**config.mk**
```make
export PLATFORM = sky130hd
export DESIGN_NAME = mid_core_decode
export DESIGN_NICKNAME = d
export VERILOG_FILES = /design/src/hdl/mid_pkg.sv /design/src/hdl/mid_opcode_table.sv /design/src/hdl/mid_target_calc.sv /design/src/hdl/mid_core_decode.sv
export SDC_FILE = /design/constraint.sdc
export NUM_CORES = 1
export LEC_CHECK = 0
export BUFFER_PORTS_ARGS = -buffer_cell sky130_fd_sc_hd__buf_4
export CORE_MARGIN = 5
export CORE_UTILIZATION = 45
export DETAILED_ROUTE_END_ITERATION = 10
export GPL_TIMING_DRIVEN = 1
export HOLD_SLACK_MARGIN = 0.03
export PLACE_DENSITY = 0.71
export SYNTH_ARGS = -nofsm -noshare
export SYNTH_HDL_FRONTEND = slang
export SYNTH_SLANG_ARGS = --single-unit
export TNS_END_PERCENT = 1
```
**constraint.sdc**
```tcl
create_clock -name mclk -period 11.7 [get_ports mclk]
set_input_delay 0.585 -clock mclk [delete_from_list [all_inputs] [get_ports mclk]]
set_output_delay 0.585 -clock mclk [all_outputs]
set_load 0.01 [all_outputs]
```
**src/hdl/mid_pkg.sv**
```systemverilog
package mid_pkg;

	// Special-function space holding the two data pointer bytes.
	localparam logic [7:0] SFR_SPACE_BASE    = 8'h80;
	localparam logic [7:0] SFR_DP_LOW_ADDR   = 8'h82;
	localparam logic [7:0] SFR_DP_HIGH_ADDR  = 8'h83;
	localparam logic [7:0] DP_BYTE_RESET     = 8'h00;

	// Opcodes that need an exact match.
	localparam logic [7:0] OPC_NOP           = 8'h00;
	localparam logic [7:0] OPC_UNDEFINED     = 8'hA5;
	localparam logic [7:0] OPC_CODE_MOVE_PC  = 8'h83;
	localparam logic [7:0] OPC_XDATA_DP_RD   = 8'hE0;
	localparam logic [7:0] OPC_XDATA_DP_WR   = 8'hF0;

	// Register slot and bank field positions.
	localparam int         SLOT_MSB          = 2;
	localparam int         BANK_LSB          = 3;

	// Cycle figures; a taken conditional branch adds one more.
	localparam logic [2:0] CYC_1             = 3'h1;
	localparam logic [2:0] CYC_2             = 3'h2;
	localparam logic [2:0] CYC_3             = 3'h3;
	localparam logic [2:0] CYC_4             = 3'h4;
	localparam logic [2:0] CYC_TAKEN_EXTRA   = 3'h1;

	typedef enum logic [4:0] {
		CL_OTHER       = 5'b00000,
		CL_NOP         = 5'b00001,
		CL_PAGED_JMP   = 5'b00010,
		CL_PAGED_CALL  = 5'b00011,
		CL_LONG_JMP    = 5'b00100,
		CL_LONG_CALL   = 5'b00101,
		CL_SHORT_JMP   = 5'b00110,
		CL_JMP_IND     = 5'b00111,
		CL_JC          = 5'b01000,
		CL_JNC         = 5'b01001,
		CL_JZ          = 5'b01010,
		CL_JNZ         = 5'b01011,
		CL_JB          = 5'b01100,
		CL_JNB         = 5'b01101,
		CL_JB_CLR      = 5'b01110,
		CL_CMPJ_DIR    = 5'b01111,
		CL_CMPJ_IMM    = 5'b10000,
		CL_CMPJ_REG    = 5'b10001,
		CL_CMPJ_IND    = 5'b10010,
		CL_DECJ_REG    = 5'b10011,
		CL_DECJ_DIR    = 5'b10100,
		CL_CODE_MOVE   = 5'b10101,
		CL_XDATA_RI    = 5'b10110,
		CL_XDATA_DP    = 5'b10111,
		CL_LOAD_DP     = 5'b11000,
		CL_STACK       = 5'b11001,
		CL_NIBBLE_XCH  = 5'b11010,
		CL_CARRY_LOGIC = 5'b11011,
		CL_CARRY_ONLY  = 5'b11100,
		CL_IMM_DIRECT  = 5'b11101
	} mid_class_t;

	typedef enum logic {
		ST_IDLE = 1'b0,
		ST_RUN  = 1'b1
	} mid_state_t;

	// Next-instruction address plus a signed 8-bit offset.
	function automatic logic [15:0] rel_target(input logic [15:0] pc, input logic [7:0] rel);
		rel_target = pc + {{8{rel[7]}}, rel};
	endfunction

endpackage

```
**src/hdl/mid_opcode_table.sv**
```systemverilog
`timescale 1ns/1ns
`default_nettype none
module mid_opcode_table
	import mid_pkg::*;
(
	input  wire logic [7:0] opcode,
	output mid_class_t      op_class,
	output logic      [1:0] op_len,
	output logic      [2:0] base_cycles,
	output logic            is_cond
);
	always_comb begin
		op_class    = CL_OTHER;
		op_len      = 2'd1;
		base_cycles = CYC_1;
		is_cond     = 1'b0;
		casez (opcode)
			8'h00, 8'hA5: begin op_class = CL_NOP; end
			8'b???0_0001: begin op_class = CL_PAGED_JMP; op_len = 2'd2; base_cycles = CYC_3; end
			8'b???1_0001: begin op_class = CL_PAGED_CALL; op_len = 2'd2; base_cycles = CYC_3; end
			8'h02: begin op_class = CL_LONG_JMP; op_len = 2'd3; base_cycles = CYC_4; end
			8'h12: begin op_class = CL_LONG_CALL; op_len = 2'd3; base_cycles = CYC_4; end
			8'h80: begin op_class = CL_SHORT_JMP; op_len = 2'd2; base_cycles = CYC_3; end
			8'h73: begin op_class = CL_JMP_IND; base_cycles = CYC_3; end
			8'h40: begin op_class = CL_JC; op_len = 2'd2; base_cycles = CYC_2; is_cond = 1'b1; end
			8'h50: begin op_class = CL_JNC; op_len = 2'd2; base_cycles = CYC_2; is_cond = 1'b1; end
			8'h60: begin op_class = CL_JZ; op_len = 2'd2; base_cycles = CYC_2; is_cond = 1'b1; end
			8'h70: begin op_class = CL_JNZ; op_len = 2'd2; base_cycles = CYC_2; is_cond = 1'b1; end
			8'h20: begin op_class = CL_JB; op_len = 2'd3; base_cycles = CYC_3; is_cond = 1'b1; end
			8'h30: begin op_class = CL_JNB; op_len = 2'd3; base_cycles = CYC_3; is_cond = 1'b1; end
			8'h10: begin op_class = CL_JB_CLR; op_len = 2'd3; base_cycles = CYC_3; is_cond = 1'b1; end
			8'hB5: begin op_class = CL_CMPJ_DIR; op_len = 2'd3; base_cycles = CYC_3; is_cond = 1'b1; end
			8'hB4: begin op_class = CL_CMPJ_IMM; op_len = 2'd3; base_cycles = CYC_3; is_cond = 1'b1; end
			8'b1011_1???: begin op_class = CL_CMPJ_REG; op_len = 2'd3; base_cycles = CYC_3; is_cond = 1'b1; end
			8'hB6, 8'hB7: begin op_class = CL_CMPJ_IND; op_len = 2'd3; base_cycles = CYC_4; is_cond = 1'b1; end
			8'b1101_1???: begin op_class = CL_DECJ_REG; op_len = 2'd2; base_cycles = CYC_2; is_cond = 1'b1; end
			8'hD5: begin op_class = CL_DECJ_DIR; op_len = 2'd3; base_cycles = CYC_3; is_cond = 1'b1; end
			8'h93, 8'h83: begin op_class = CL_CODE_MOVE; base_cycles = CYC_3; end
			8'hE2, 8'hE3, 8'hF2, 8'hF3: begin op_class = CL_XDATA_RI; base_cycles = CYC_3; end
			8'hE0, 8'hF0: begin op_class = CL_XDATA_DP; base_cycles = CYC_3; end
			8'h90: begin op_class = CL_LOAD_DP; op_len = 2'd3; base_cycles = CYC_3; end
			8'hC0, 8'hD0: begin op_class = CL_STACK; op_len = 2'd2; base_cycles = CYC_2; end
			8'hD6, 8'hD7: begin op_class = CL_NIBBLE_XCH; base_cycles = CYC_2; end
			8'h82, 8'hB0, 8'h72, 8'hA0: begin
				op_class = CL_CARRY_LOGIC; op_len = 2'd2; base_cycles = CYC_2;
			end
			8'hC3, 8'hD3, 8'hB3: begin op_class = CL_CARRY_ONLY; end
			8'h75, 8'h53, 8'h43, 8'h63, 8'h85: begin
				op_class = CL_IMM_DIRECT; op_len = 2'd3; base_cycles = CYC_3;
			end
			default: begin op_class = CL_OTHER; end
		endcase
	end
endmodule
`default_nettype wire

```
**src/hdl/mid_target_calc.sv**
```systemverilog
`timescale 1ns/1ns
`default_nettype none
module mid_target_calc
	import mid_pkg::*;
(
	input  wire logic [15:0] next_pc,
	input  wire mid_class_t  op_class,
	input  wire logic [7:0]  opcode,
	input  wire logic [7:0]  operand1,
	input  wire logic [7:0]  operand2,
	input  wire logic [7:0]  acc_value,
	input  wire logic [15:0] data_pointer,
	output logic      [15:0] target
);
	always_comb begin
		unique case (op_class)
			CL_PAGED_JMP, CL_PAGED_CALL: begin
				target = {next_pc[15:11], opcode[7:5], operand1};
			end
			CL_LONG_JMP, CL_LONG_CALL: begin
				target = {operand1, operand2};
			end
			CL_JMP_IND: begin
				target = data_pointer + {8'h00, acc_value};
			end
			CL_SHORT_JMP, CL_JC, CL_JNC, CL_JZ, CL_JNZ, CL_DECJ_REG: begin
				target = rel_target(next_pc, operand1);
			end
			CL_JB, CL_JNB, CL_JB_CLR, CL_CMPJ_DIR, CL_CMPJ_IMM, CL_CMPJ_REG,
			CL_CMPJ_IND, CL_DECJ_DIR: begin
				target = rel_target(next_pc, operand2);
			end
			default: begin
				target = next_pc;
			end
		endcase
	end
endmodule
`default_nettype wire

```
**src/hdl/mid_core_decode.sv**
```systemverilog
// Function
// RULE1: Untaken conditional branch ends one cycle sooner.
// RULE2: Code byte moves: one byte, three cycles.
// RULE3: Six external data moves: one byte, three cycles.
// RULE4: Pointer immediate load: three bytes, three cycles.
// RULE5: Push and pop: two bytes, two cycles.
// RULE6: Nibble exchange swaps low nibbles only.
// RULE7: Carry logic two cycles; carry-only ops one.
// RULE8: Carry and zero jumps: two/three cycles.
// RULE9: Bit jumps three/four; set-and-clear clears bit.
// RULE10: Compare jumps on direct/immediate/slot: three/four.
// RULE11: Indirect compare jump takes four/five cycles.
// RULE12: Slot decrement jump two/three; direct three/four.
// RULE13: Short, paged and indirect jumps: three cycles.
// RULE14: Long call and jump: 16-bit target, four.
// RULE15: Paged target stays in next instruction's page.
// RULE16: Relative offset signed, added to next address.
// RULE17: Direct address below 0x80 is RAM.
// RULE18: Slot picks bank register; indirect uses R0/R1.
// RULE19: Undefined opcode behaves as one-cycle no-operation.
// RULE20: Pointer low byte at 0x82, resets zero.
// RULE21: Pointer high byte at 0x83, resets zero.
// RULE22: Software writes reserved bits with documented value.
// RULE23: Immediate and direct-to-direct ops: three cycles.
// RULE24: Both bytes form one shared 16-bit pointer.
`timescale 1ns/1ns
`default_nettype none
module mid_core_decode
	import mid_pkg::*;
(
	input  wire logic        mclk,
	input  wire logic        srst,
	input  wire logic        instr_start,
	input  wire logic [7:0]  opcode,
	input  wire logic [7:0]  operand1,
	input  wire logic [7:0]  operand2,
	input  wire logic [15:0] next_pc,
	input  wire logic [7:0]  acc_value,
	input  wire logic        carry_flag,
	input  wire logic        bit_value,
	input  wire logic [7:0]  operand_value,
	input  wire logic [1:0]  bank_sel,
	input  wire logic [7:0]  sfr_addr,
	input  wire logic        sfr_wr_en,
	input  wire logic [7:0]  sfr_wdata,
	input  wire logic        sfr_rd_en,
	output logic             busy_q,
	output logic             done_q,
	output logic             covered_q,
	output logic      [1:0]  instr_len_q,
	output logic      [2:0]  instr_cycles_q,
	output logic             branch_taken_q,
	output logic      [15:0] branch_target_q,
	output logic             is_call_q,
	output logic             bit_clear_q,
	output logic      [7:0]  reg_addr_q,
	output logic      [7:0]  direct_addr_q,
	output logic             direct_is_sfr_q,
	output logic      [15:0] code_addr_q,
	output logic      [15:0] xdata_addr_q,
	output logic             xdata_wide_q,
	output logic             carry_new_q,
	output logic      [7:0]  nib_acc_q,
	output logic      [7:0]  nib_ram_q,
	output logic      [15:0] data_pointer_q,
	output logic      [7:0]  sfr_rdata_q,
	output logic             sfr_hit_q
);
	mid_class_t  op_class;
	logic [1:0]  op_len;
	logic [2:0]  base_cycles;
	logic        is_cond;
	logic [15:0] target;
	logic        cond_true;
	logic        taken;
	logic [2:0]  total_cycles;
	logic        take;
	logic [7:0]  dec_value;
	mid_state_t  state_q;
	mid_state_t  state_d;
	logic [2:0]  cnt_q;
	logic [7:0]  dp_low_q;
	logic [7:0]  dp_high_q;

	mid_opcode_table u_table (
		.opcode      (opcode),
		.op_class    (op_class),
		.op_len      (op_len),
		.base_cycles (base_cycles),
		.is_cond     (is_cond)
	);

	mid_target_calc u_target (
		.next_pc      (next_pc),
		.op_class     (op_class),
		.opcode       (opcode),
		.operand1     (operand1),
		.operand2     (operand2),
		.acc_value    (acc_value),
		.data_pointer ({dp_high_q, dp_low_q}),
		.target       (target)
	);

	assign take      = instr_start && (state_q == ST_IDLE);
	assign dec_value = operand_value - 8'h01;

	// Branch condition for each conditional class.
	always_comb begin
		unique case (op_class)
			CL_JC:       cond_true = carry_flag;                   // RULE8
			CL_JNC:      cond_true = !carry_flag;                  // RULE8
			CL_JZ:       cond_true = (acc_value == 8'h00);         // RULE8
			CL_JNZ:      cond_true = (acc_value != 8'h00);         // RULE8
			CL_JB:       cond_true = bit_value;                    // RULE9
			CL_JNB:      cond_true = !bit_value;                   // RULE9
			CL_JB_CLR:   cond_true = bit_value;                    // RULE9
			CL_CMPJ_DIR: cond_true = (acc_value != operand_value); // RULE10
			CL_CMPJ_IMM: cond_true = (acc_value != operand1);      // RULE10
			CL_CMPJ_REG: cond_true = (operand_value != operand1);  // RULE10
			CL_CMPJ_IND: cond_true = (operand_value != operand1);  // RULE11
			CL_DECJ_REG: cond_true = (dec_value != 8'h00);         // RULE12
			CL_DECJ_DIR: cond_true = (dec_value != 8'h00);         // RULE12
			default:     cond_true = 1'b0;
		endcase
	end

	// Unconditional transfers always take their target.
	always_comb begin
		unique case (op_class)
			CL_PAGED_JMP, CL_PAGED_CALL, CL_LONG_JMP, CL_LONG_CALL,
			CL_SHORT_JMP, CL_JMP_IND: taken = 1'b1; // RULE13 RULE14
			default:                  taken = is_cond && cond_true;
		endcase
	end

	// Paired figures carry the untaken count; a taken conditional branch adds one.
	assign total_cycles = base_cycles + (taken && is_cond ? CYC_TAKEN_EXTRA : 3'h0); // RULE1

	always_comb begin
		unique case (state_q)
			ST_IDLE: state_d = take ? ST_RUN : ST_IDLE;
			ST_RUN:  state_d = (cnt_q == 3'h0) ? ST_IDLE : ST_RUN;
		endcase
	end

	always_ff @(posedge mclk) begin
		if (srst) begin
			state_q <= ST_IDLE;
		end else begin
			state_q <= state_d;
		end
	end

	// The counter runs the instruction for exactly its cycle figure.
	always_ff @(posedge mclk) begin
		if (srst) begin
			cnt_q  <= 3'h0;
			done_q <= 1'b0;
			busy_q <= 1'b0;
		end else begin
			done_q <= (state_q == ST_RUN) && (cnt_q == 3'h0);
			busy_q <= (state_d == ST_RUN);
			if (take) begin
				cnt_q <= total_cycles - 3'h1; // RULE1 RULE2 RULE3 RULE5 RULE7 RULE19 RULE23
			end else if (state_q == ST_RUN && cnt_q != 3'h0) begin
				cnt_q <= cnt_q - 3'h1;
			end
		end
	end

	// Decode results are captured once and held until the next start.
	always_ff @(posedge mclk) begin
		if (srst) begin
			covered_q       <= 1'b0;
			instr_len_q     <= 2'd0;
			instr_cycles_q  <= 3'h0;
			branch_taken_q  <= 1'b0;
			branch_target_q <= 16'h0000;
			is_call_q       <= 1'b0;
			bit_clear_q     <= 1'b0;
		end else if (take) begin
			covered_q       <= (op_class != CL_OTHER);
			instr_len_q     <= op_len;          // RULE19
			instr_cycles_q  <= total_cycles;    // RULE11 RULE12
			branch_taken_q  <= taken;
			branch_target_q <= taken ? target : next_pc; // RULE15 RULE16
			is_call_q       <= (op_class == CL_PAGED_CALL) || (op_class == CL_LONG_CALL);
			bit_clear_q     <= (op_class == CL_JB_CLR) && cond_true; // RULE9
		end
	end

	// Operand addressing; the bank selects which eight bytes hold the slots.
	always_ff @(posedge mclk) begin
		if (srst) begin
			reg_addr_q      <= 8'h00;
			direct_addr_q   <= 8'h00;
			direct_is_sfr_q <= 1'b0;
		end else if (take) begin
			if (op_class == CL_NIBBLE_XCH || op_class == CL_XDATA_RI
					|| op_class == CL_CMPJ_IND) begin
				reg_addr_q <= {3'b000, bank_sel, 2'b00, opcode[0]}; // RULE18
			end else begin
				reg_addr_q <= {3'b000, bank_sel, opcode[SLOT_MSB:0]}; // RULE18
			end
			direct_addr_q   <= operand1;
			direct_is_sfr_q <= (operand1 >= SFR_SPACE_BASE); // RULE17
		end
	end

	// Memory addresses for code moves and external data moves.
	always_ff @(posedge mclk) begin
		if (srst) begin
			code_addr_q  <= 16'h0000;
			xdata_addr_q <= 16'h0000;
			xdata_wide_q <= 1'b0;
		end else if (take) begin
			if (opcode == OPC_CODE_MOVE_PC) begin
				code_addr_q <= next_pc + {8'h00, acc_value}; // RULE2
			end else begin
				code_addr_q <= {dp_high_q, dp_low_q} + {8'h00, acc_value}; // RULE2
			end
			xdata_wide_q <= (op_class == CL_XDATA_DP); // RULE3
			if (op_class == CL_XDATA_DP) begin
				xdata_addr_q <= {dp_high_q, dp_low_q}; // RULE3
			end else begin
				xdata_addr_q <= {8'h00, operand_value}; // RULE3
			end
		end
	end

	// Carry results and the low-nibble exchange.
	always_ff @(posedge mclk) begin
		if (srst) begin
			carry_new_q <= 1'b0;
			nib_acc_q   <= 8'h00;
			nib_ram_q   <= 8'h00;
		end else if (take) begin
			unique case (opcode)
				8'h82:   carry_new_q <= carry_flag & bit_value;  // RULE7
				8'hB0:   carry_new_q <= carry_flag & !bit_value; // RULE7
				8'h72:   carry_new_q <= carry_flag | bit_value;  // RULE7
				8'hA0:   carry_new_q <= carry_flag | !bit_value; // RULE7
				8'hC3:   carry_new_q <= 1'b0;                    // RULE7
				8'hD3:   carry_new_q <= 1'b1;                    // RULE7
				8'hB3:   carry_new_q <= !carry_flag;             // RULE7
				default: carry_new_q <= carry_flag;
			endcase
			nib_acc_q <= {acc_value[7:4], operand_value[3:0]}; // RULE6
			nib_ram_q <= {operand_value[7:4], acc_value[3:0]}; // RULE6
		end
	end

	// An instruction load wins over a register write in the same cycle,
	// because the instruction was already committed by the sequencer.
	always_ff @(posedge mclk) begin
		if (srst) begin
			dp_low_q  <= DP_BYTE_RESET; // RULE20
			dp_high_q <= DP_BYTE_RESET; // RULE21
		end else if (take && op_class == CL_LOAD_DP) begin
			dp_high_q <= operand1; // RULE4
			dp_low_q  <= operand2; // RULE4
		end else if (sfr_wr_en) begin
			if (sfr_addr == SFR_DP_LOW_ADDR) begin
				dp_low_q <= sfr_wdata; // RULE20
			end
			if (sfr_addr == SFR_DP_HIGH_ADDR) begin
				dp_high_q <= sfr_wdata; // RULE21
			end
		end
	end

	always_ff @(posedge mclk) begin
		if (srst) begin
			data_pointer_q <= {DP_BYTE_RESET, DP_BYTE_RESET};
		end else begin
			data_pointer_q <= {dp_high_q, dp_low_q}; // RULE24
		end
	end

	// Reads return the live byte; other addresses answer zero with no hit.
	always_ff @(posedge mclk) begin
		if (srst) begin
			sfr_rdata_q <= 8'h00;
			sfr_hit_q   <= 1'b0;
		end else if (sfr_rd_en) begin
			sfr_hit_q <= (sfr_addr == SFR_DP_LOW_ADDR) || (sfr_addr == SFR_DP_HIGH_ADDR);
			if (sfr_addr == SFR_DP_LOW_ADDR) begin
				sfr_rdata_q <= dp_low_q;  // RULE20 RULE24
			end else if (sfr_addr == SFR_DP_HIGH_ADDR) begin
				sfr_rdata_q <= dp_high_q; // RULE21 RULE24
			end else begin
				sfr_rdata_q <= 8'h00;
			end
		end else begin
			sfr_hit_q <= 1'b0;
		end
	end

endmodule
`default_nettype wire

```
Word level (Yosys, flattened, before mapping) --
Index checks and enable logic that the tools add are counted.
Word-level totals: register bits 135, input bits 81, output and inout port bits 119, logic and storage cells 190
Cells by class: add/subtract/negate cells 8, magnitude comparators 1, equality and inequality tests 74, mux-type cells 26, bitwise logic cells 6, reduce and logical (&&, ||, !) cells 51
Operators by type and width (count):
- equality test 8 bit (second input constant) | 29
- one-hot mux 5 bit (29 select lines) | 1
- equality test 8 x 7 -> 1 bit (second input constant) | 10
- one-hot mux 16 bit (5 select lines) | 1
- 2-to-1 mux 8 bit | 8
- equality test 5 bit (second input constant) | 12
- 2-to-1 mux 16 bit | 3
- equality test 5 x 4 -> 1 bit (second input constant) | 8
- adder 16 bit | 2
- adder 16 x 8 -> 16 bit | 2
- OR reduction 14 bit | 2
- OR reduction 25 bit | 1
- != test 8 bit | 3
- OR reduction 2 bit | 12
- equality test 5 x 3 -> 1 bit (second input constant) | 4
- OR reduction 17 bit | 1
- equality test 8 x 5 -> 1 bit (second input constant) | 2
- equality test 8 x 6 -> 1 bit (second input constant) | 2
- zero test 8 bit | 2
- nonzero test 8 bit | 2
- OR reduction 13 bit | 1
- OR reduction 4 bit | 3
- OR reduction 6 bit | 2
- equality test 5 x 2 -> 1 bit (second input constant) | 2
- 27 further kinds | 51

Longest topological paths before layout --
Gate-level depths: netlist of run 1.
depth in word-level cells 13, gate-level depth with buffers 24, depth with buffers taken out 20

Hierarchy --
A second synthesis of run 1 with hierarchy kept.
Unflattened totals: cell total of the unflattened synthesis 1136, area, all modules 9197.6 sq um
Modules (own cells, without submodules):
- mid_core_decode | times used 1, cells an instance 761, area each 6566.3 sq um, sequential area each 2702.6 sq um
- mid_target_calc | times used 1, cells an instance 260, area each 1915.6 sq um, sequential area each 0.0 sq um
- mid_opcode_table | times used 1, cells an instance 115, area each 715.7 sq um, sequential area each 0.0 sq um

Least setup slack after synthesis of run 1 --
No wires, ideal clock.
kind input-to-reg, from in opcode[4], to reg branch_target_q[15], setup time 0.129 ns, arrival 5.418 ns, required time 11.571 ns, path slack 6.153 ns, cell stages on the path 21, path buffers 3, cell sequence buf_2 > buf_2 > nand4b_4 > nor2_2 > or4b_4 > or4b_4 > buf_6 > and2_4 > o31ai_4 > mux2_2 > ha_1 > a21oi_1 > o211ai_1 > o41ai_1 > a211oi_1 > o31ai_1 > nand2b_1 > a21o_1 > xnor2_1 > a311oi_1 > o31ai_1
On the way: word-level cells in the longest chain between the ends 9, elaborated cells between the ends (all ways) 92, classes of those cells eq/ne (65); mux (6); reduce/logical (21)
Ends and longest elaborated chain:
- from (decl) | line mid_core_decode.sv:34 | input wire logic [7:0] opcode,
- equality test 8 x 7 -> 1 bit (tied with other cells) | line mid_opcode_table.sv:17 | casez (opcode)
- OR reduction 5 bit (tied with other cells)
- one-hot mux 5 bit (29 select lines) | line mid_opcode_table.sv:17
- equality test 5 bit or equality test 5 x 4 -> 1 bit (tied branches) | line mid_target_calc.sv:16, mid_core_decode.sv:109
- OR reduction 2 bit (no source line)
- one-hot mux 1 bit (10 select lines) | line mid_core_decode.sv:109 | unique case (op_class)
- logical AND 1 bit | line mid_core_decode.sv:132 | default: taken = is_cond && cond_true;
- 2-to-1 mux 1 bit | line mid_core_decode.sv:129 | unique case (op_class)
- 2-to-1 mux 16 bit * | line mid_core_decode.sv:186 | branch_target_q <= taken ? target : next_pc;
- to (signal assigned) | line mid_core_decode.sv:186
- to (decl) | line mid_core_decode.sv:53 | output logic [15:0] branch_target_q,
Every way passes the cells marked *; elsewhere a longest branch is shown, timed or not. A chain may end at the register's enable or synchronous reset.

Worst setup path after layout of run 1 --
from in opcode[3], to reg branch_target_q[15]
The elaborated chain is that of the path after synthesis.

==> flow_summary.ini, run 1 <==
[status]
status = finished clean

[floorplanning]
die_w_microns = 150
pin_count = 200
core-area_sq_um = 19300
fp-row-count = 51
die_area_sq_um = 22400
initial_core_util_pct = 45.4
die_h_microns = 150

[cts]
cts_buffers = 17
postCtsHoldBufs = 0
cts_setup_buffers = 0
clk_pin_slew_ns = 0.07
cts_buffer_depth = 2
tritoncts = yes
root_buffer = clkbuf_16
clkSinkCount = 135
cts_resized = 0
clock_latency_ns = 0.43
cts_max_level = 4

[critical_path]
rr_startpoint = dp_low_q[0]$_SDFFE_PP0P_
endpoint_kind = register
critPathMaxFanout = 21
cp-start-kind = input port
critPathKind = in2reg
r2r-end = branch_target_q[8]$_SDFFE_PP0P_
required_ns = 12.01
rr_worst_depth = 11
r2r_slack_ns = 8.48
critPathArrivalTime_ns = 6.37

[power_and_ir_drop]
combPwrFrac_pct = 23.9
p_switching_mw = 0.443
ir_worst_vdd_v = 0.000103
p_leak_nw = 4.57
p_clk_share_pct = 39.5
power_density_nw_per_um2 = 126
sequentialPowerShare_pct = 36.6
p_int_mw = 0.930
finalPower_mw = 1.37
sw_frac_of_total_pct = 32.3

[finish]
antennaDiodeCount = 0
mostFrequentLayoutCell = buf_4
final_net_count = 1374
syn_to_final_growth_pct = 23.8
final_layout_size_suffix_gt1_share_pct = 21.6
final_cell_mix = buf_4, nand2_1, dfxtp_1, a21oi_1, nor2_1

[synth]
synth_top_area_share_pct = 30.8
netlist_area_sq_um = 8780
post-synth-top-area-cell = dfxtp_1
synth-async-reset-ratio_pct = 0
ys_seq_area_share_pct = 30.8
synth-edff-count = 0
avgSynthCellArea_sq_um = 7.86
synth-seq-cells = 135
synthCells = 1117
synth-main-ff-cell = dfxtp_1
ys_types = 85
synth_area_leaders = dfxtp_1, nand2_1, a21oi_1
ys_warn_count = 0

[placement]
io_buffers = 196
place_ws_ns = 5.29
finalWeightedCongestion = 0.977
dp_hpwl_mm = 23.1

[global_routing]
grt_pass1_wl_mm = 47.7
grt_max_degree = 69
track_usage_pct = 27.2
antenna_found_initial = 0
first_global_vias = 8376
grt_overflow = 0

[min_path]
min_from = instr_start
holdPathStages = 2
holdPathEnd = cnt_q[0]$_SDFFE_PP0P_
hold_class = in2reg

[timing]
max_slew_margin_pct = 18.9
worstMarginPinSlew_ns = 1.21
grt_setup_unrepaired = no
finClkSkew_ns = 0.00826
fin_setup_tns_ns = 0
hold_viol = 0
setup_violations = 0
fin_crit_ns = 6.07
slew_viol_final = 0
finalCritPeriodShare_pct = 51.8
postLayoutSetupSlackWorst_ns = 5.63
fmax_mhz = 165

[detailed_routing]
drc = 0
routed_wl_mm = 31.6
num_vias = 9142
ant_nets = 0
drtPass1Iterations = 6
first_iter_violations = 760
wl_per_cell_microns = 20.6
vias_per_cell = 5.96

[flow_run]
maxCapViolations = 0
power groups by stage:
stage | clock, mW | sequential (mW) | combinational, mW
floorplan | 0 | 0.519 | 0.197
global placement | 0 | 0.512 | 0.320
detailed placement | 0 | 0.512 | 0.323
CTS | 0.551 | 0.503 | 0.325
global route | 0.571 | 0.506 | 0.357
finish | 0.543 | 0.503 | 0.328
per-stage QoR:
stage / hold WS (ns) / instances / utilization (%) / instance area [sq um]
after CTS: 0.362 / 1534 / 56.2 / 10900
after floorplan: 0.472 / 1119 / - / 8780
after detailed placement: 0.445 / 1502 / 53.2 / 10300
after global routing: 0.372 / 1534 / 56.2 / 10900
final: 0.376 / 1534 / 56.2 / 10900
after global placement: 0.442 / 1502 / 53.2 / 10300
cell usage after synthesis (all sizes together) (4+ instances only):
cell     number
o21ai        53
a21o          8
inv          26
a221oi        4
a222oi        8
xnor2        29
o211ai        7
a311oi       13
a21oi        99
o311ai       11
a21boi       10
and2          4
o31ai         8
a221o         5
buf          28
nor3b         5
nand2       142
a22oi         7
clkbuf       59
nand4        14
nor3         24
or4b          6
nor2b        29
mux2i        23
a2111oi       4
nor2         96
xor2         29
a211oi       31
or2           4
or3           7
nand3        43
nand4b        5
or4           5
and3          6
nand2b        8
ha           34
nand3b        4
dfxtp       135
mux2         14
nor4         15
a31oi         9
metal layers:
metal  wire [microns]  GRT usage, %  up-vias
met1            13300          36.0     4306
li1                 -             -     4350
met5                0             0        -
met3             2390          5.06       69
met2            14900          44.7      417
met4              966          9.61        0
kinds of logic after synthesis:
group	after synthesis	share of synthesized area, %
AND/OR/NAND/NOR	427	24.1
AO/OA/AOI/OAI	308	23.6
flip-flops	135	30.8
buffers and inverters	114	5.72
XOR/XNOR	58	5.79
adder cells (fa/ha/maj)	37	5.53
multiplexers	37	4.42
other	1	0.0427
sequential cells by signal (all words and copies together) (netlist names), 2 cells and up:
register	count
dp_high_q	8
instr_len_q	2
nib_acc_q	8
code_addr_q	16
branch_target_q	16
reg_addr_q	5
data_pointer_q	16
sfr_rdata_q	8
direct_addr_q	8
xdata_addr_q	16
dp_low_q	8
cnt_q	3
instr_cycles_q	3
nib_ram_q	8
area by class of cell:
type / instances / area, sq um
fill: 1838 / 8470
multi-input combinational: 870 / 5600
sequential: 135 / 2700
timing repair buffer: 205 / 1540
clock buffer: 19 / 453
tap: 265 / 332
clock inverter: 13 / 135
inverter: 27 / 101
worst max path at each step:
stage	startpoint	endpoint	slack [ns]
final	opcode[3]	branch_target_q[15]$_SDFFE_PP0P_	5.63
after floorplan	opcode[4]	branch_target_q[15]$_SDFFE_PP0P_	6.15
after global routing	opcode[3]	branch_target_q[15]$_SDFFE_PP0P_	5.23
after global placement	opcode[3]	branch_target_q[15]$_SDFFE_PP0P_	5.39
after detailed placement	opcode[3]	branch_target_q[15]$_SDFFE_PP0P_	5.29
after CTS	opcode[3]	branch_target_q[15]$_SDFFE_PP0P_	5.71
critical path, cell delays in order:
cell	delay [ns]
buf_4	0.20
or4_1	0.59
o22ai_1	0.18
or4b_4	0.56
or4b_4	0.57
and2_4	0.19
o31ai_4	0.42
mux2_2	0.41
ha_1	0.27
a21oi_1	0.22
o211ai_1	0.16
o41ai_1	0.66
a211oi_1	0.18
o31ai_1	0.32
nand2b_1	0.10
a21o_1	0.21
xnor2_1	0.12
a311oi_1	0.29
o31ai_1	0.11
Note: power is estimated with default switching activity, not from simulation.
==> run 2, diff against run 1 <==
Clock period 11.7 ns to 5.8 ns, I/O delays scaled along.
==> flow_summary.ini, run 2 (synthesized netlist as in run 1, its figures left out) <==
[cts]
postCtsHoldBufs = 0
clk_pin_slew_ns = 0.06
cts_buffers = 17
cts_resized = 0
cts_max_level = 4
tritoncts = yes
cts_setup_buffers = 0
clock_latency_ns = 0.43
clkSinkCount = 135
root_buffer = clkbuf_16
cts_buffer_depth = 2

[global_routing]
grt_overflow = 0
antenna_found_initial = 1
first_global_vias = 8453
track_usage_pct = 27.5
grt_max_degree = 75
grt_pass1_wl_mm = 48.1

[placement]
dpl.cell_count = 1516
finalWeightedCongestion = 0.969
dp_hpwl_mm = 23.5
io_buffers = 196

[timing]
finClkSkew_ns = 0.0125
fin_crit_ns = 5.14
max_slew_margin_pct = 25.4
slew_viol_final = 0
fmax_mhz = 195
hold_viol = 0
fin_setup_tns_ns = 0
finalCritPeriodShare_pct = 88.6
setup_violations = 0
worstMarginPinSlew_ns = 1.12
grt_setup_unrepaired = no

[min_path]
hold_class = in2reg

[finish]
final_cell_mix = buf_4, nand2_1, dfxtp_1, a21oi_1, nor2_1
antennaDiodeCount = 0
fillCellCount = 1835
mostFrequentLayoutCell = buf_4
instances_no_fill = 1548
syn_to_final_growth_pct = 25.5
final_net_count = 1388
final_layout_size_suffix_gt1_share_pct = 22.3

[power_and_ir_drop]
p_leak_nw = 4.66
power_density_nw_per_um2 = 260
ir_worst_vdd_v = 0.000176

[floorplanning]
die_area_sq_um = 22400
pin_count = 200
die_h_microns = 150
fp-row-count = 51
die_w_microns = 150
initial_core_util_pct = 45.4
core-area_sq_um = 19300

[critical_path]
endpoint_kind = register
critPathArrivalTime_ns = 5.44
critPathMaxFanout = 21
cp-start-kind = input port
required_ns = 6.10
critPathKind = in2reg

[detailed_routing]
wl_per_cell_microns = 20.6
drc = 0
top_layer_used = met4
vias_per_cell = 5.95
wl_met2_mm = 15.2
routed_wl_mm = 31.9
num_vias = 9204
ant_nets = 0
drt-met1-wl_mm = 13.1
drtPass1Iterations = 5
routed-wl-met3_mm = 2.58
first_iter_violations = 752

[status]
status = finished clean

[flow_run]
maxCapViolations = 0
run 2: cell types whose count changed in the layout (fill, tap and decap cells not counted):
cell,change
buf_4,+14
bufinv_16,+3
clkbuf_1,+2
clkbuf_8,-2
clkinv_2,+1
clkinv_4,+1
clkinvlp_4,-1
inv_6,-4
run 2: area by class of cell:
cell class	count	area (sq um)	area share (%)
multi-input combinational	870	5600	50.9
clock inverter	13	196	1.78
inverter	27	101	0.920
sequential	135	2700	24.5
clock buffer	19	433	3.93
tap	265	332	3.01
timing repair buffer	219	1640	14.9
run 2: layer usage:
| metal | GRT usage (%) | vias up |
|---|---|---|
| met3 | 5.94 | 59 |
| met2 | 45.2 | 424 |
| met5 | 0 | - |
| li1 | - | 4379 |
| met4 | 9.10 | 0 |
| met1 | 36.0 | 4342 |
run 2: final timing paths:
path / from / endpoint / slack [ns] / cells past startpoint
setup / recovery: opcode[3] / branch_target_q[15]$_SDFFE_PP0P_ / 0.66 / 21
hold / removal: instr_start / cnt_q[0]$_SDFFE_PP0P_ / 0.07 / 2
hold reg to reg: nib_ram_q[7]$_SDFFE_PP0P_ / nib_ram_q[7]$_SDFFE_PP0P_ / 0.45 / 2
setup reg to reg: dp_low_q[0]$_SDFFE_PP0P_ / branch_target_q[8]$_SDFFE_PP0P_ / 2.49 / 11
run 2: worst max-delay path, cell delays in order:
cell	delay [ns]
buf_4	0.20
or4_1	0.36
o22ai_1	0.20
nor3_2	0.36
nand4_1	0.20
or4_1	0.55
o31ai_4	0.37
buf_4	0.21
mux2i_1	0.37
inv_1	0.24
ha_1	0.40
o21ai_0	0.19
nand2b_1	0.07
a21oi_1	0.19
a211oi_1	0.09
o31ai_1	0.31
nand2b_1	0.10
a21o_1	0.22
xnor2_1	0.12
a311oi_1	0.28
o31ai_1	0.10
run 2: per-stage QoR:
step / util, % / instance area, sq um / hold slack [ns] / worst slack, ns / power (mW)
2_1_floorplan: - / 8780 / 0.379 / 0.548 / 1.44
3_3_place_gp: 53.7 / 10400 / 0.440 / 0.397 / 1.69
3_5_place_dp: 53.7 / 10400 / 0.447 / 0.342 / 1.70
4_1_cts: 57.0 / 11000 / 0.0637 / 0.754 / 2.87
5_1_grt: 57.0 / 11000 / 0.0660 / 0.194 / 2.99
6_report: 57.0 / 11000 / 0.0693 / 0.660 / 2.87
run 2: power breakdown:
group	total [mW]	switching [mW]	internal, mW
registers	1.02	0.0355	0.980
clock network	1.18	0.454	0.727
logic	0.670	0.392	0.278
total	2.87	0.881	1.98
==> run 3, diff against run 2 <==
Settings changed: CAP_MARGIN set to 20, CORE_UTILIZATION 45 to 46, PLACE_DENSITY 0.71 to 0.73.
==> flow_summary.ini, run 3 (synthesized netlist as in run 1, its figures left out) <==
[timing]
slew_viol_final = 0
max_slew_margin_pct = 29.1
fin_crit_ns = 5.21
fin_setup_tns_ns = 0
fmax_mhz = 192
worstMarginPinSlew_ns = 1.06
setup_violations = 0
grt_setup_unrepaired = no
finClkSkew_ns = 0.00997
finalCritPeriodShare_pct = 89.8
hold_viol = 0

[global_routing]
grt_pass1_wl_mm = 48.4
grt_max_degree = 71
track_usage_pct = 27.9
first_global_vias = 8644
grt_overflow = 0
antenna_found_initial = 0

[floorplanning]
die_h_microns = 148
die_area_sq_um = 21900
core-area_sq_um = 18800
die_w_microns = 148
initial_core_util_pct = 46.8
pin_count = 200
fp-row-count = 50

[cts]
postCtsHoldBufs = 0
root_buffer = clkbuf_16
cts_buffer_depth = 2
cts_setup_buffers = 0
cts_resized = 0
clock_latency_ns = 0.43
clkSinkCount = 135
tritoncts = yes
cts_buffers = 17
cts_max_level = 4
clk_pin_slew_ns = 0.07

[min_path]
hold_class = in2reg
holdPathEnd = cnt_q[0]$_SDFFE_PP0P_
min_from = instr_start
holdPathStages = 2

[detailed_routing]
ant_nets = 0
wl_per_cell_microns = 20.7
num_vias = 9222
vias_per_cell = 6.08
drc = 0
first_iter_violations = 1011
drtPass1Iterations = 6
routed_wl_mm = 31.3

[power_and_ir_drop]
power_density_nw_per_um2 = 253
p_leak_nw = 4.64
finalPower_mw = 2.77
ir_worst_vdd_v = 0.000228

[finish]
mostFrequentLayoutCell = buf_4
antennaDiodeCount = 0
syn_to_final_growth_pct = 24.3
instances_no_fill = 1516
final_cell_mix = buf_4, nand2_1, dfxtp_1, a21oi_1, nor2_1
fillCellCount = 1765
final_net_count = 1387
final_layout_size_suffix_gt1_share_pct = 22.3

[placement]
dpl.cell_count = 1484
finalWeightedCongestion = 0.975
dp_hpwl_mm = 23.3
io_buffers = 196

[critical_path]
rr_worst_depth = 11
critPathMaxFanout = 21
r2r-end = branch_target_q[8]$_SDFFE_PP0P_
required_ns = 6.09
endpoint_kind = register
critPathKind = in2reg
rr_startpoint = dp_low_q[0]$_SDFFE_PP0P_
critPathArrivalTime_ns = 5.50
cp-start-kind = input port
r2r_slack_ns = 2.56

[flow_run]
maxCapViolations = 0

[status]
status = finished clean
-- run 3: stage by stage --
step	utilization [%]	instance area (sq um)	worst slack [ns]	hold slack (ns)
2_1_floorplan	-	8780	0.548	0.379
3_3_place_gp	55.0	10300	0.326	0.441
3_5_place_dp	55.0	10300	0.207	0.447
4_1_cts	58.1	10900	0.660	0.0815
5_1_grt	58.1	10900	0.172	0.0874
6_report	58.1	10900	0.590	0.0899
-- run 3: final cells by class --
class | instances | area [sq um] | area share (%)
multi-input combinational | 870 | 5600 | 51.3
timing repair buffer | 218 | 1640 | 15.0
inverter | 27 | 101 | 0.929
tap | 234 | 293 | 2.68
sequential | 135 | 2700 | 24.8
clock inverter | 14 | 140 | 1.28
clock buffer | 18 | 439 | 4.03
-- run 3: layer usage --
| layer | global-route usage [%] | vias to the layer above | part of all wire [%] |
|---|---|---|---|
| met2 | 45.3 | 469 | 47 |
| met1 | 35.9 | 4307 | 41 |
| met5 | 0 | - | 0 |
| li1 | - | 4367 | - |
| met4 | 11.5 | 0 | 3.9 |
| met3 | 6.15 | 79 | 8.9 |
-- run 3: worst max path at each step --
stage | from | end | slack (ns) | depth (start not counted)
6_report | opcode[3] | branch_target_q[14]$_SDFFE_PP0P_ | 0.59 | 21
5_1_grt | opcode[5] | branch_target_q[14]$_SDFFE_PP0P_ | 0.17 | 21
4_1_cts | opcode[3] | branch_target_q[14]$_SDFFE_PP0P_ | 0.66 | 21
3_5_place_dp | opcode[3] | branch_target_q[14]$_SDFFE_PP0P_ | 0.21 | 21
3_3_place_gp | opcode[5] | branch_target_q[14]$_SDFFE_PP0P_ | 0.33 | 21
2_1_floorplan | opcode[4] | branch_target_q[15]$_SDFFE_PP0P_ | 0.55 | 21
-- run 3: where the power goes --
part           switching (mW)  leakage [nW]  internal, mW
registers              0.0356          1.10         0.980
logic                   0.392          3.25         0.277
clock network           0.467         0.286         0.614
-- run 3: worst max-delay path, stage by stage --
cell,delay [ns]
buf_4,0.20
nand4bb_1,0.35
o22ai_1,0.15
or4b_4,0.55
or4b_4,0.51
and2_4,0.18
o31ai_4,0.41
mux2_2,0.40
ha_1,0.19
inv_1,0.07
fa_1,0.20
nor2b_1,0.07
o31a_1,0.27
o211ai_1,0.17
nand2_1,0.09
and4_1,0.22
a2111oi_0,0.58
o31ai_1,0.19
xor2_1,0.17
a21oi_1,0.16
o311ai_1,0.09
